[config.mk]
export PLATFORM = sky130hd
export DESIGN_NAME = codec_ctrl_status_interface
export DESIGN_NICKNAME = d
export VERILOG_FILES = /design/src/hw/codec_ctrl_pkg.sv /design/src/hw/codec_ctrl_status_interface.sv
export SDC_FILE = /design/constraint.sdc
export NUM_CORES = 1
export LEC_CHECK = 0
export ABC_AREA = 1
export BUFFER_PORTS_ARGS = -buffer_cell sky130_fd_sc_hd__buf_2
export CORE_ASPECT_RATIO = 1.25
export CORE_MARGIN = 4
export CORE_UTILIZATION = 39
export DETAILED_ROUTE_END_ITERATION = 12
export GPL_TIMING_DRIVEN = 0
export PLACE_DENSITY = 0.77
export RECOVER_POWER = 25
export SETUP_SLACK_MARGIN = 0.4
export SKIP_LAST_GASP = 1
export SYNTH_ARGS = -nofsm -noshare
export SYNTH_HDL_FRONTEND = slang
export SYNTH_SLANG_ARGS = --single-unit
[constraint.sdc]
create_clock -name mclk -period 2.55 [get_ports mclk]
set_input_delay 0 -clock mclk [delete_from_list [all_inputs] [get_ports mclk]]
set_output_delay 0 -clock mclk [all_outputs]
set_load 0.01 [all_outputs]
[src/hw/codec_ctrl_pkg.sv]
package codec_ctrl_pkg;
   // ------------------------------------------------------------
   // Register map
   // ------------------------------------------------------------
   localparam logic [15:0] CTRL_ADDR = 16'hFFC8;
   localparam logic [15:0] STATUS_ADDR = 16'hFFE8;
   localparam logic [15:0] RX_ADDR = 16'hFFE9;
   localparam logic [15:0] TX_ADDR = 16'hFFE9;
   localparam logic [15:0] CTRL_RESET = 16'h0000;
   localparam logic [15:0] CTRL_WMASK = 16'hFF0F;
   // ------------------------------------------------------------
   // Field positions
   // ------------------------------------------------------------
   localparam int VOL_LSB = 0;
   localparam int RATE_LSB = 8;
   localparam int MUTE_BIT = 10;
   localparam int GAIN_LSB = 11;
   localparam int SRC_BIT = 13;
   localparam int EN_BIT = 14;
   localparam int IRQEN_BIT = 15;
   localparam int UNDER_BIT = 0;
   localparam int OVER_BIT = 1;
   localparam int EMPTY_BIT = 2;
   localparam int FULL_BIT = 3;
   // ------------------------------------------------------------
   // Encodings
   // ------------------------------------------------------------
   localparam logic [7:0] RATIO_125 = 8'h7D;
   localparam logic [7:0] RATIO_128 = 8'h80;
   localparam logic [7:0] RATIO_105 = 8'h69;
   localparam logic [7:0] RATIO_81 = 8'h51;
   localparam logic [7:0] GAIN_M6 = 8'hFA;
   localparam logic [7:0] GAIN_0 = 8'h00;
   localparam logic [7:0] GAIN_6 = 8'h06;
   localparam logic [7:0] GAIN_17 = 8'h11;
endpackage : codec_ctrl_pkg

[src/hw/codec_ctrl_status_interface.sv]
`timescale 1ns/1ps
// Overview of operation
// - Gain field bits 12:11 selects -6, 0, 6 or 17 dB input gain.
// - Bit 13 routes first input when zero, second input when one.
// - Bit 14 clear powers the codec down; set wakes and enables it.
// - Bit 15 gates the codec interrupt request.
// - Control bits 4-7 read as zero; software writes zero.
// - Status register is eight bits and read-only; writes change nothing.
// - Underrun flag sets when a sample is due but none was written.
// - On underrun the previous transmit sample is resent.
// - Underrun clears on resets or status read then transmit write.
// - Overrun flag sets when new sample overwrites an unread one.
// - Overrun clears on resets or status read then receive read.
// - Empty flag sets on transfer to filter, clears on transmit write.
// - Empty flag forced set on power-down entry and all resets.
// - Full flag sets on receive load, clears on receive read.
// - Full flag cleared on power-down entry and all resets.
// - Status bits above 3 read as zero.
// - Status at FFE8 hex, control at FFC8 hex.
// - All control bits cleared by hardware and software reset.
// - Bit 10 low silences the speaker output.
// - Bits 9:8 pick ratio 125, 128, 105 or 81.
// - One shared interrupt signals receive ready and transmit room.
module codec_ctrl_status_interface
   import codec_ctrl_pkg::*;
(
   input wire logic mclk,
   input wire logic rst,
   input wire logic softRst,
   input wire logic stopRst,
   input wire logic [15:0] addr,
   input wire logic rdEn,
   input wire logic wrEn,
   input wire logic [15:0] wrData,
   output logic [15:0] rdData,
   input wire logic sampleStrobe,
   input wire logic [15:0] adcSample,
   output logic [15:0] dacSample,
   output logic [7:0] rateRatio,
   output logic [7:0] inputGainDb,
   output logic inputSourceSelect,
   output logic converterPowerDown,
   output logic speakerSilence_n,
   output logic [3:0] outputLevelSelect,
   output logic codecIrq
);
   // ------------------------------------------------------------
   // Decode
   // ------------------------------------------------------------
   logic [15:0] converterControlReg;
   logic [15:0] rxSampleReg;
   logic [15:0] txSampleReg;
   logic txUnderrunFlag;
   logic rxOverrunFlag;
   logic txEmptyFlag;
   logic rxFullFlag;
   logic underSeen;
   logic overSeen;
   logic [7:0] statusView;
   logic anyRst;
   logic ctrlWr;
   logic statusRd;
   logic rxRd;
   logic txWr;
   logic convEnable;
   logic powerDownEntry;
   logic strobeActive;

   function automatic logic hit(input logic [15:0] a, input logic [15:0] b);
      hit = (a == b);
   endfunction : hit

   assign anyRst = softRst | stopRst;
   assign ctrlWr = wrEn & hit(addr, CTRL_ADDR);
   assign statusRd = rdEn & hit(addr, STATUS_ADDR);
   assign rxRd = rdEn & hit(addr, RX_ADDR);
   assign txWr = wrEn & hit(addr, TX_ADDR);
   assign convEnable = converterControlReg[EN_BIT];
   // Writes that clear the enable bit mark the entry into power-down
   assign powerDownEntry = ctrlWr & convEnable & ~wrData[EN_BIT];
   // Strobes are ignored while powered down; codec is not running
   assign strobeActive = sampleStrobe & convEnable;

   // ------------------------------------------------------------
   // Control register
   // ------------------------------------------------------------
   always_ff @(posedge mclk or posedge rst) begin
      if (rst) begin
         converterControlReg <= CTRL_RESET;
      end else if (softRst) begin
         converterControlReg <= CTRL_RESET;
      end else if (ctrlWr) begin
         converterControlReg <= wrData & CTRL_WMASK;
      end
   end

   // ------------------------------------------------------------
   // Data registers
   // ------------------------------------------------------------
   always_ff @(posedge mclk or posedge rst) begin
      if (rst) begin
         rxSampleReg <= 16'h0000;
      end else if (strobeActive) begin
         rxSampleReg <= adcSample;
      end
   end

   always_ff @(posedge mclk or posedge rst) begin
      if (rst) begin
         txSampleReg <= 16'h0000;
      end else if (txWr) begin
         txSampleReg <= wrData;
      end
   end

   // Old word stays in place on underrun, so it is simply resent
   always_ff @(posedge mclk or posedge rst) begin
      if (rst) begin
         dacSample <= 16'h0000;
      end else if (strobeActive) begin
         dacSample <= txSampleReg;
      end
   end

   // ------------------------------------------------------------
   // Status flags
   // ------------------------------------------------------------
   always_ff @(posedge mclk or posedge rst) begin
      if (rst) begin
         txEmptyFlag <= 1'b1;
      end else if (anyRst | powerDownEntry) begin
         txEmptyFlag <= 1'b1;
      end else if (strobeActive) begin
         txEmptyFlag <= 1'b1;
      end else if (txWr) begin
         txEmptyFlag <= 1'b0;
      end
   end

   always_ff @(posedge mclk or posedge rst) begin
      if (rst) begin
         rxFullFlag <= 1'b0;
      end else if (anyRst | powerDownEntry) begin
         rxFullFlag <= 1'b0;
      end else if (strobeActive) begin
         rxFullFlag <= 1'b1;
      end else if (rxRd) begin
         rxFullFlag <= 1'b0;
      end
   end

   // Underrun: due sample while transmit still empty
   always_ff @(posedge mclk or posedge rst) begin
      if (rst) begin
         txUnderrunFlag <= 1'b0;
         underSeen <= 1'b0;
      end else if (anyRst) begin
         txUnderrunFlag <= 1'b0;
         underSeen <= 1'b0;
      end else begin
         if (strobeActive & txEmptyFlag) begin
            txUnderrunFlag <= 1'b1;
         end else if (txWr & underSeen) begin
            txUnderrunFlag <= 1'b0;
         end
         if (statusRd & txUnderrunFlag) begin
            underSeen <= 1'b1;
         end else if (txWr) begin
            underSeen <= 1'b0;
         end
      end
   end

   always_ff @(posedge mclk or posedge rst) begin
      if (rst) begin
         rxOverrunFlag <= 1'b0;
         overSeen <= 1'b0;
      end else if (anyRst) begin
         rxOverrunFlag <= 1'b0;
         overSeen <= 1'b0;
      end else begin
         if (strobeActive & rxFullFlag & ~rxRd) begin
            rxOverrunFlag <= 1'b1;
         end else if (rxRd & overSeen) begin
            rxOverrunFlag <= 1'b0;
         end
         if (statusRd & rxOverrunFlag) begin
            overSeen <= 1'b1;
         end else if (rxRd) begin
            overSeen <= 1'b0;
         end
      end
   end

   // ------------------------------------------------------------
   // Read path
   // ------------------------------------------------------------
   always_comb begin
      statusView = 8'h00;
      statusView[UNDER_BIT] = txUnderrunFlag;
      statusView[OVER_BIT] = rxOverrunFlag;
      statusView[EMPTY_BIT] = txEmptyFlag;
      statusView[FULL_BIT] = rxFullFlag;
   end

   always_ff @(posedge mclk or posedge rst) begin
      if (rst) begin
         rdData <= 16'h0000;
      end else if (rdEn) begin
         if (hit(addr, CTRL_ADDR)) begin
            rdData <= converterControlReg;
         end else if (hit(addr, STATUS_ADDR)) begin
            rdData <= {8'h00, statusView};
         end else if (hit(addr, RX_ADDR)) begin
            rdData <= rxSampleReg;
         end else begin
            rdData <= 16'h0000;
         end
      end
   end

   // ------------------------------------------------------------
   // Analog controls
   // ------------------------------------------------------------
   always_ff @(posedge mclk or posedge rst) begin
      if (rst) begin
         inputGainDb <= GAIN_M6;
         rateRatio <= RATIO_125;
      end else begin
         case (converterControlReg[GAIN_LSB +: 2])
            2'b00: inputGainDb <= GAIN_M6;
            2'b01: inputGainDb <= GAIN_0;
            2'b10: inputGainDb <= GAIN_6;
            default: inputGainDb <= GAIN_17;
         endcase
         case (converterControlReg[RATE_LSB +: 2])
            2'b00: rateRatio <= RATIO_125;
            2'b01: rateRatio <= RATIO_128;
            2'b10: rateRatio <= RATIO_105;
            default: rateRatio <= RATIO_81;
         endcase
      end
   end

   assign inputSourceSelect = converterControlReg[SRC_BIT];
   assign converterPowerDown = ~convEnable;
   assign speakerSilence_n = converterControlReg[MUTE_BIT];
   assign outputLevelSelect = converterControlReg[VOL_LSB +: 4];
   // Shared vector for both directions
   assign codecIrq = converterControlReg[IRQEN_BIT] &
                     (rxFullFlag | txEmptyFlag);

   // ------------------------------------------------------------
   // Checks
   // ------------------------------------------------------------
   property p_irq;
      @(posedge mclk) disable iff (rst)
      codecIrq == (converterControlReg[IRQEN_BIT] &
                   (rxFullFlag | txEmptyFlag));
   endproperty
   a_irq: assert property (p_irq) else $error("irq mismatch");

   property p_full_set;
      @(posedge mclk) disable iff (rst)
      strobeActive & ~anyRst & ~powerDownEntry |=> rxFullFlag;
   endproperty
   a_full_set: assert property (p_full_set) else $error("full");

   property p_empty_wr;
      @(posedge mclk) disable iff (rst)
      txWr & ~strobeActive & ~anyRst & ~powerDownEntry |=> !txEmptyFlag;
   endproperty
   a_empty_wr: assert property (p_empty_wr) else $error("empty");

   property p_under;
      @(posedge mclk) disable iff (rst)
      strobeActive & txEmptyFlag & ~anyRst |=> txUnderrunFlag;
   endproperty
   a_under: assert property (p_under) else $error("underrun");

   property p_resend;
      @(posedge mclk) disable iff (rst)
      strobeActive |=> dacSample == $past(txSampleReg);
   endproperty
   a_resend: assert property (p_resend) else $error("resend");

   property p_over;
      @(posedge mclk) disable iff (rst)
      strobeActive & rxFullFlag & ~rxRd & ~anyRst |=> rxOverrunFlag;
   endproperty
   a_over: assert property (p_over) else $error("overrun");

   property p_pd;
      @(posedge mclk) disable iff (rst)
      powerDownEntry & ~anyRst |=> txEmptyFlag & !rxFullFlag;
   endproperty
   a_pd: assert property (p_pd) else $error("powerdown");

   property p_soft;
      @(posedge mclk) disable iff (rst)
      softRst |=> converterControlReg == CTRL_RESET && !txUnderrunFlag;
   endproperty
   a_soft: assert property (p_soft) else $error("soft reset");

   property p_rsvd;
      @(posedge mclk) disable iff (rst)
      converterControlReg[7:4] == 4'h0;
   endproperty
   a_rsvd: assert property (p_rsvd) else $error("reserved");

   // Same-cycle underrun event wins over the clear
   property p_under_clr;
      @(posedge mclk) disable iff (rst)
      txWr & underSeen & ~(strobeActive & txEmptyFlag) & ~anyRst
         |=> !txUnderrunFlag;
   endproperty
   a_under_clr: assert property (p_under_clr) else $error("u clear");

   property p_over_clr;
      @(posedge mclk) disable iff (rst)
      rxRd & overSeen & ~anyRst |=> !rxOverrunFlag;
   endproperty
   a_over_clr: assert property (p_over_clr) else $error("o clear");

   property p_pd_keep;
      @(posedge mclk) disable iff (rst)
      powerDownEntry & ~strobeActive & ~anyRst
         |=> txUnderrunFlag == $past(txUnderrunFlag);
   endproperty
   a_pd_keep: assert property (p_pd_keep) else $error("pd under");

   property p_stop;
      @(posedge mclk) disable iff (rst)
      stopRst |=> txEmptyFlag && !rxFullFlag &&
         !txUnderrunFlag && !rxOverrunFlag;
   endproperty
   a_stop: assert property (p_stop) else $error("stop");

   property p_stat_wr;
      @(posedge mclk) disable iff (rst)
      wrEn & (addr == STATUS_ADDR) & ~strobeActive & ~anyRst
         |=> $stable(statusView);
   endproperty
   a_stat_wr: assert property (p_stat_wr) else $error("status wr");

   property p_full_rd;
      @(posedge mclk) disable iff (rst)
      rxRd & ~strobeActive |=> !rxFullFlag;
   endproperty
   a_full_rd: assert property (p_full_rd) else $error("full rd");

   c_pd: cover property (@(posedge mclk) disable iff (rst) powerDownEntry);
   c_resend: cover property (@(posedge mclk) disable iff (rst)
      strobeActive & txEmptyFlag);

   c_under: cover property (@(posedge mclk) disable iff (rst)
      txUnderrunFlag ##1 statusRd ##[1:20] txWr);
   c_over: cover property (@(posedge mclk) disable iff (rst)
      rxOverrunFlag ##1 statusRd ##[1:20] rxRd);
   c_irq: cover property (@(posedge mclk) disable iff (rst) codecIrq);
endmodule : codec_ctrl_status_interface

==> out/results.ini <==
[logic_synthesis]
avgSynthCellArea_um2=8.96
ys_ff_latch=92
yosysSeqAreaShare=0.568
synth_top_cell_by_area=dfrtp_1
synth_cell_type_count=26
synth_cells=454
yosysTopAreaCellShare=0.517
yosysWarnings=0
synth_area_leaders=dfrtp_1 52%, nand2_1 17%, dfstp_2 5.2%, inv_1 3.3%, o21ai_0 3.2%
syn_nets=516
synthesis.area_um2=4070

[global_routing]
antenna_found_initial=0
grt_max_degree=45
grt-ovfl-total=0
grt_pass1_wl_um=16600
grt_pass1_vias=3434
grt_usage=0.176

[critical_path]
crit_slowest_cell=clkbuf_2
critPathLaunchType=input port
cp_slowest_stage_delay_ns=0.87
cp_cell_sequence=dlygate4sd3_1 > buf_2 > clkinvlp_2 > clkbuf_2
required_ns=2.84
crit_type=in -> async
r2r_slack_ns=1.17
path_max_fanout=44
critPathTopFamily=buffers and inverters
path_buf_inv=4
worstSetupEndpointType=async pin
worstPathArrival_ns=1.70

[routing]
drt_wl_total_um=10100
vias=3412
ant_nets=0
via_per_inst=4.59
drcViolationCount=0
wire_per_inst_um=13.6
dr.pass1.iters=4
drtIter0Drc=111

[power]
peakVddDrop_v=0.000314
power.density_nw_per_um2=577
power_leakage_nw=3.01

[layout]
antenna_cells=0
fin_util=0.540
drive_gt1_frac=0.314
synthToLayoutAreaGrowth_pct=34.9
num-fill-cells=939
nets=672

[timing]
relSlewSlack=0.265
fin_crit_sh=0.551
hold_violations=0
clock.fmax_mhz=712
slew_violations=0
min_period_ns=1.40
rsz0062_at_grt=no
setup_viol=0
tightest_slew_ns=1.10
timing.setup.tns_ns=0
fin_skew_ns=0.00480

[clock_tree]
cts_max_path_buffers=2
clkLatencyLatePin_ns=0.34
cts-htree-levels=3
cts_root_buffer=clkbuf_16
cts_sinks=92
cts_setup_buffers=0
cts_inserted_buffers=9
cts_tree=yes
ctsResizeCount=0
ctsHoldBuffers=36
clk_pin_slew_ns=0.06

[die]
start_util=0.401
core_area_um2=10200
die-height_um=122
die_w_um=99.4
num_rows=41
io_pins=111
die_area_um2=12100

[run_status]
outcome=finished, final reports clean

[placed_design]
io_buffers=107
place_hpwl_um=7500
gp_congestion=0.867

[job]
cap_violations=0

[min_path]
hold_path.class=in -> reg

-- tightest hold or removal path, delay by kind of cell --
kind,cells,cell delay [ns]
buf+inv,1,0.19
simple gates,2,0.16
-- layout make-up --
type,instances,area [um2],area share
sequential,92,2310,0.421
multi-input combinational,294,1420,0.258
timing repair buffer,145,906,0.165
clock buffer,12,256,0.0467
buffer,29,188,0.0342
tap,129,161,0.0294
inverter,39,153,0.0278
clock inverter,4,95.1,0.0173
-- routing by layer --
metal	GRT usage	vias up	wire, um
met1	0.218	1612	4200
met2	0.305	93	5220
met4	0.0606	0	148
met5	0	-	0
li1	-	1696	-
met3	0.0361	11	557
-- metrics by stage --
| step | setup slack (ns) | cell area, um2 | total power [mW] | hold WS (ns) | std cells |
|---|---|---|---|---|---|
| 2_1_floorplan | 1.44 | 4070 | 1.54 | 0.110 | 454 |
| 3_3_place_gp | 0.917 | 4770 | 1.60 | 0.202 | 690 |
| 3_5_place_dp | 1.15 | 4810 | 1.61 | -0.0722 | 692 |
| 4_1_cts | 1.15 | 5520 | 3.21 | 0.0245 | 744 |
| 5_1_grt | 0.859 | 5490 | 3.27 | 0.0424 | 744 |
| 6_report | 1.15 | 5490 | 3.17 | 0.0406 | 744 |
-- cell usage in the layout, fill, tap and decap left out, drive strengths merged, types with 2 or more instances in the layout --
cell,instances
inv,37
nor2,15
buf,131
nand3,30
a21oi,6
nand2,194
dfstp,8
or2,2
bufinv,3
o21ai,38
dfrtp,84
dlygate4sd3,36
clkinv,2
ha,7
clkbuf,19
-- report_power, final --
group          switching (mW)  internal, mW  leakage, nW
Sequential          0.0000713          1.46         1.24
Combinational          0.0823        0.0745         1.60
Clock                   0.540          1.01        0.173
-- cells in the mapped netlist (all sizes together) --
master and count:
a21oi 6, buf 24, clkbuf 5, clkinv 1, conb 1, dfrtp 84
dfstp 8, ha 7, inv 38, nand2 194, nand3 30, nand3b 1
nor2 15, o21ai 38, or2 2
-- cells by family after synthesis --
family / synth area share
AND/OR/NAND/NOR: 0.261
adder cells (fa/ha/maj): 0.0215
AO/OA/AOI/OAI: 0.0652
flip-flops: 0.568
buffers and inverters: 0.0833
other: 0.000922
-- worst paths after layout --
check | end | startpoint | depth (start not counted)
min | txSampleReg[7] | wrEn | 3
max in group mclk | rxSampleReg[2] | converterControlReg[14] | 5
min reg2reg | rdData[9] | rdData[9] | 2
min in group asynchronous | rateRatio[7] | rst | 3
max | converterControlReg[12] | rst | 4
max reg2reg | rxSampleReg[2] | converterControlReg[14] | 5
-- flip-flops by register name (all words and copies together) (netlist names) --
name and cells:
rxOverrunFlag 1, dacSample 16, rdData 16, rateRatio 5, rxFullFlag 1, rxSampleReg 16, txEmptyFlag 1, txUnderrunFlag 1
underSeen 1, converterControlReg 12, overSeen 1, txSampleReg 16, inputGainDb 5
Power figures use the tool's default switching activity.
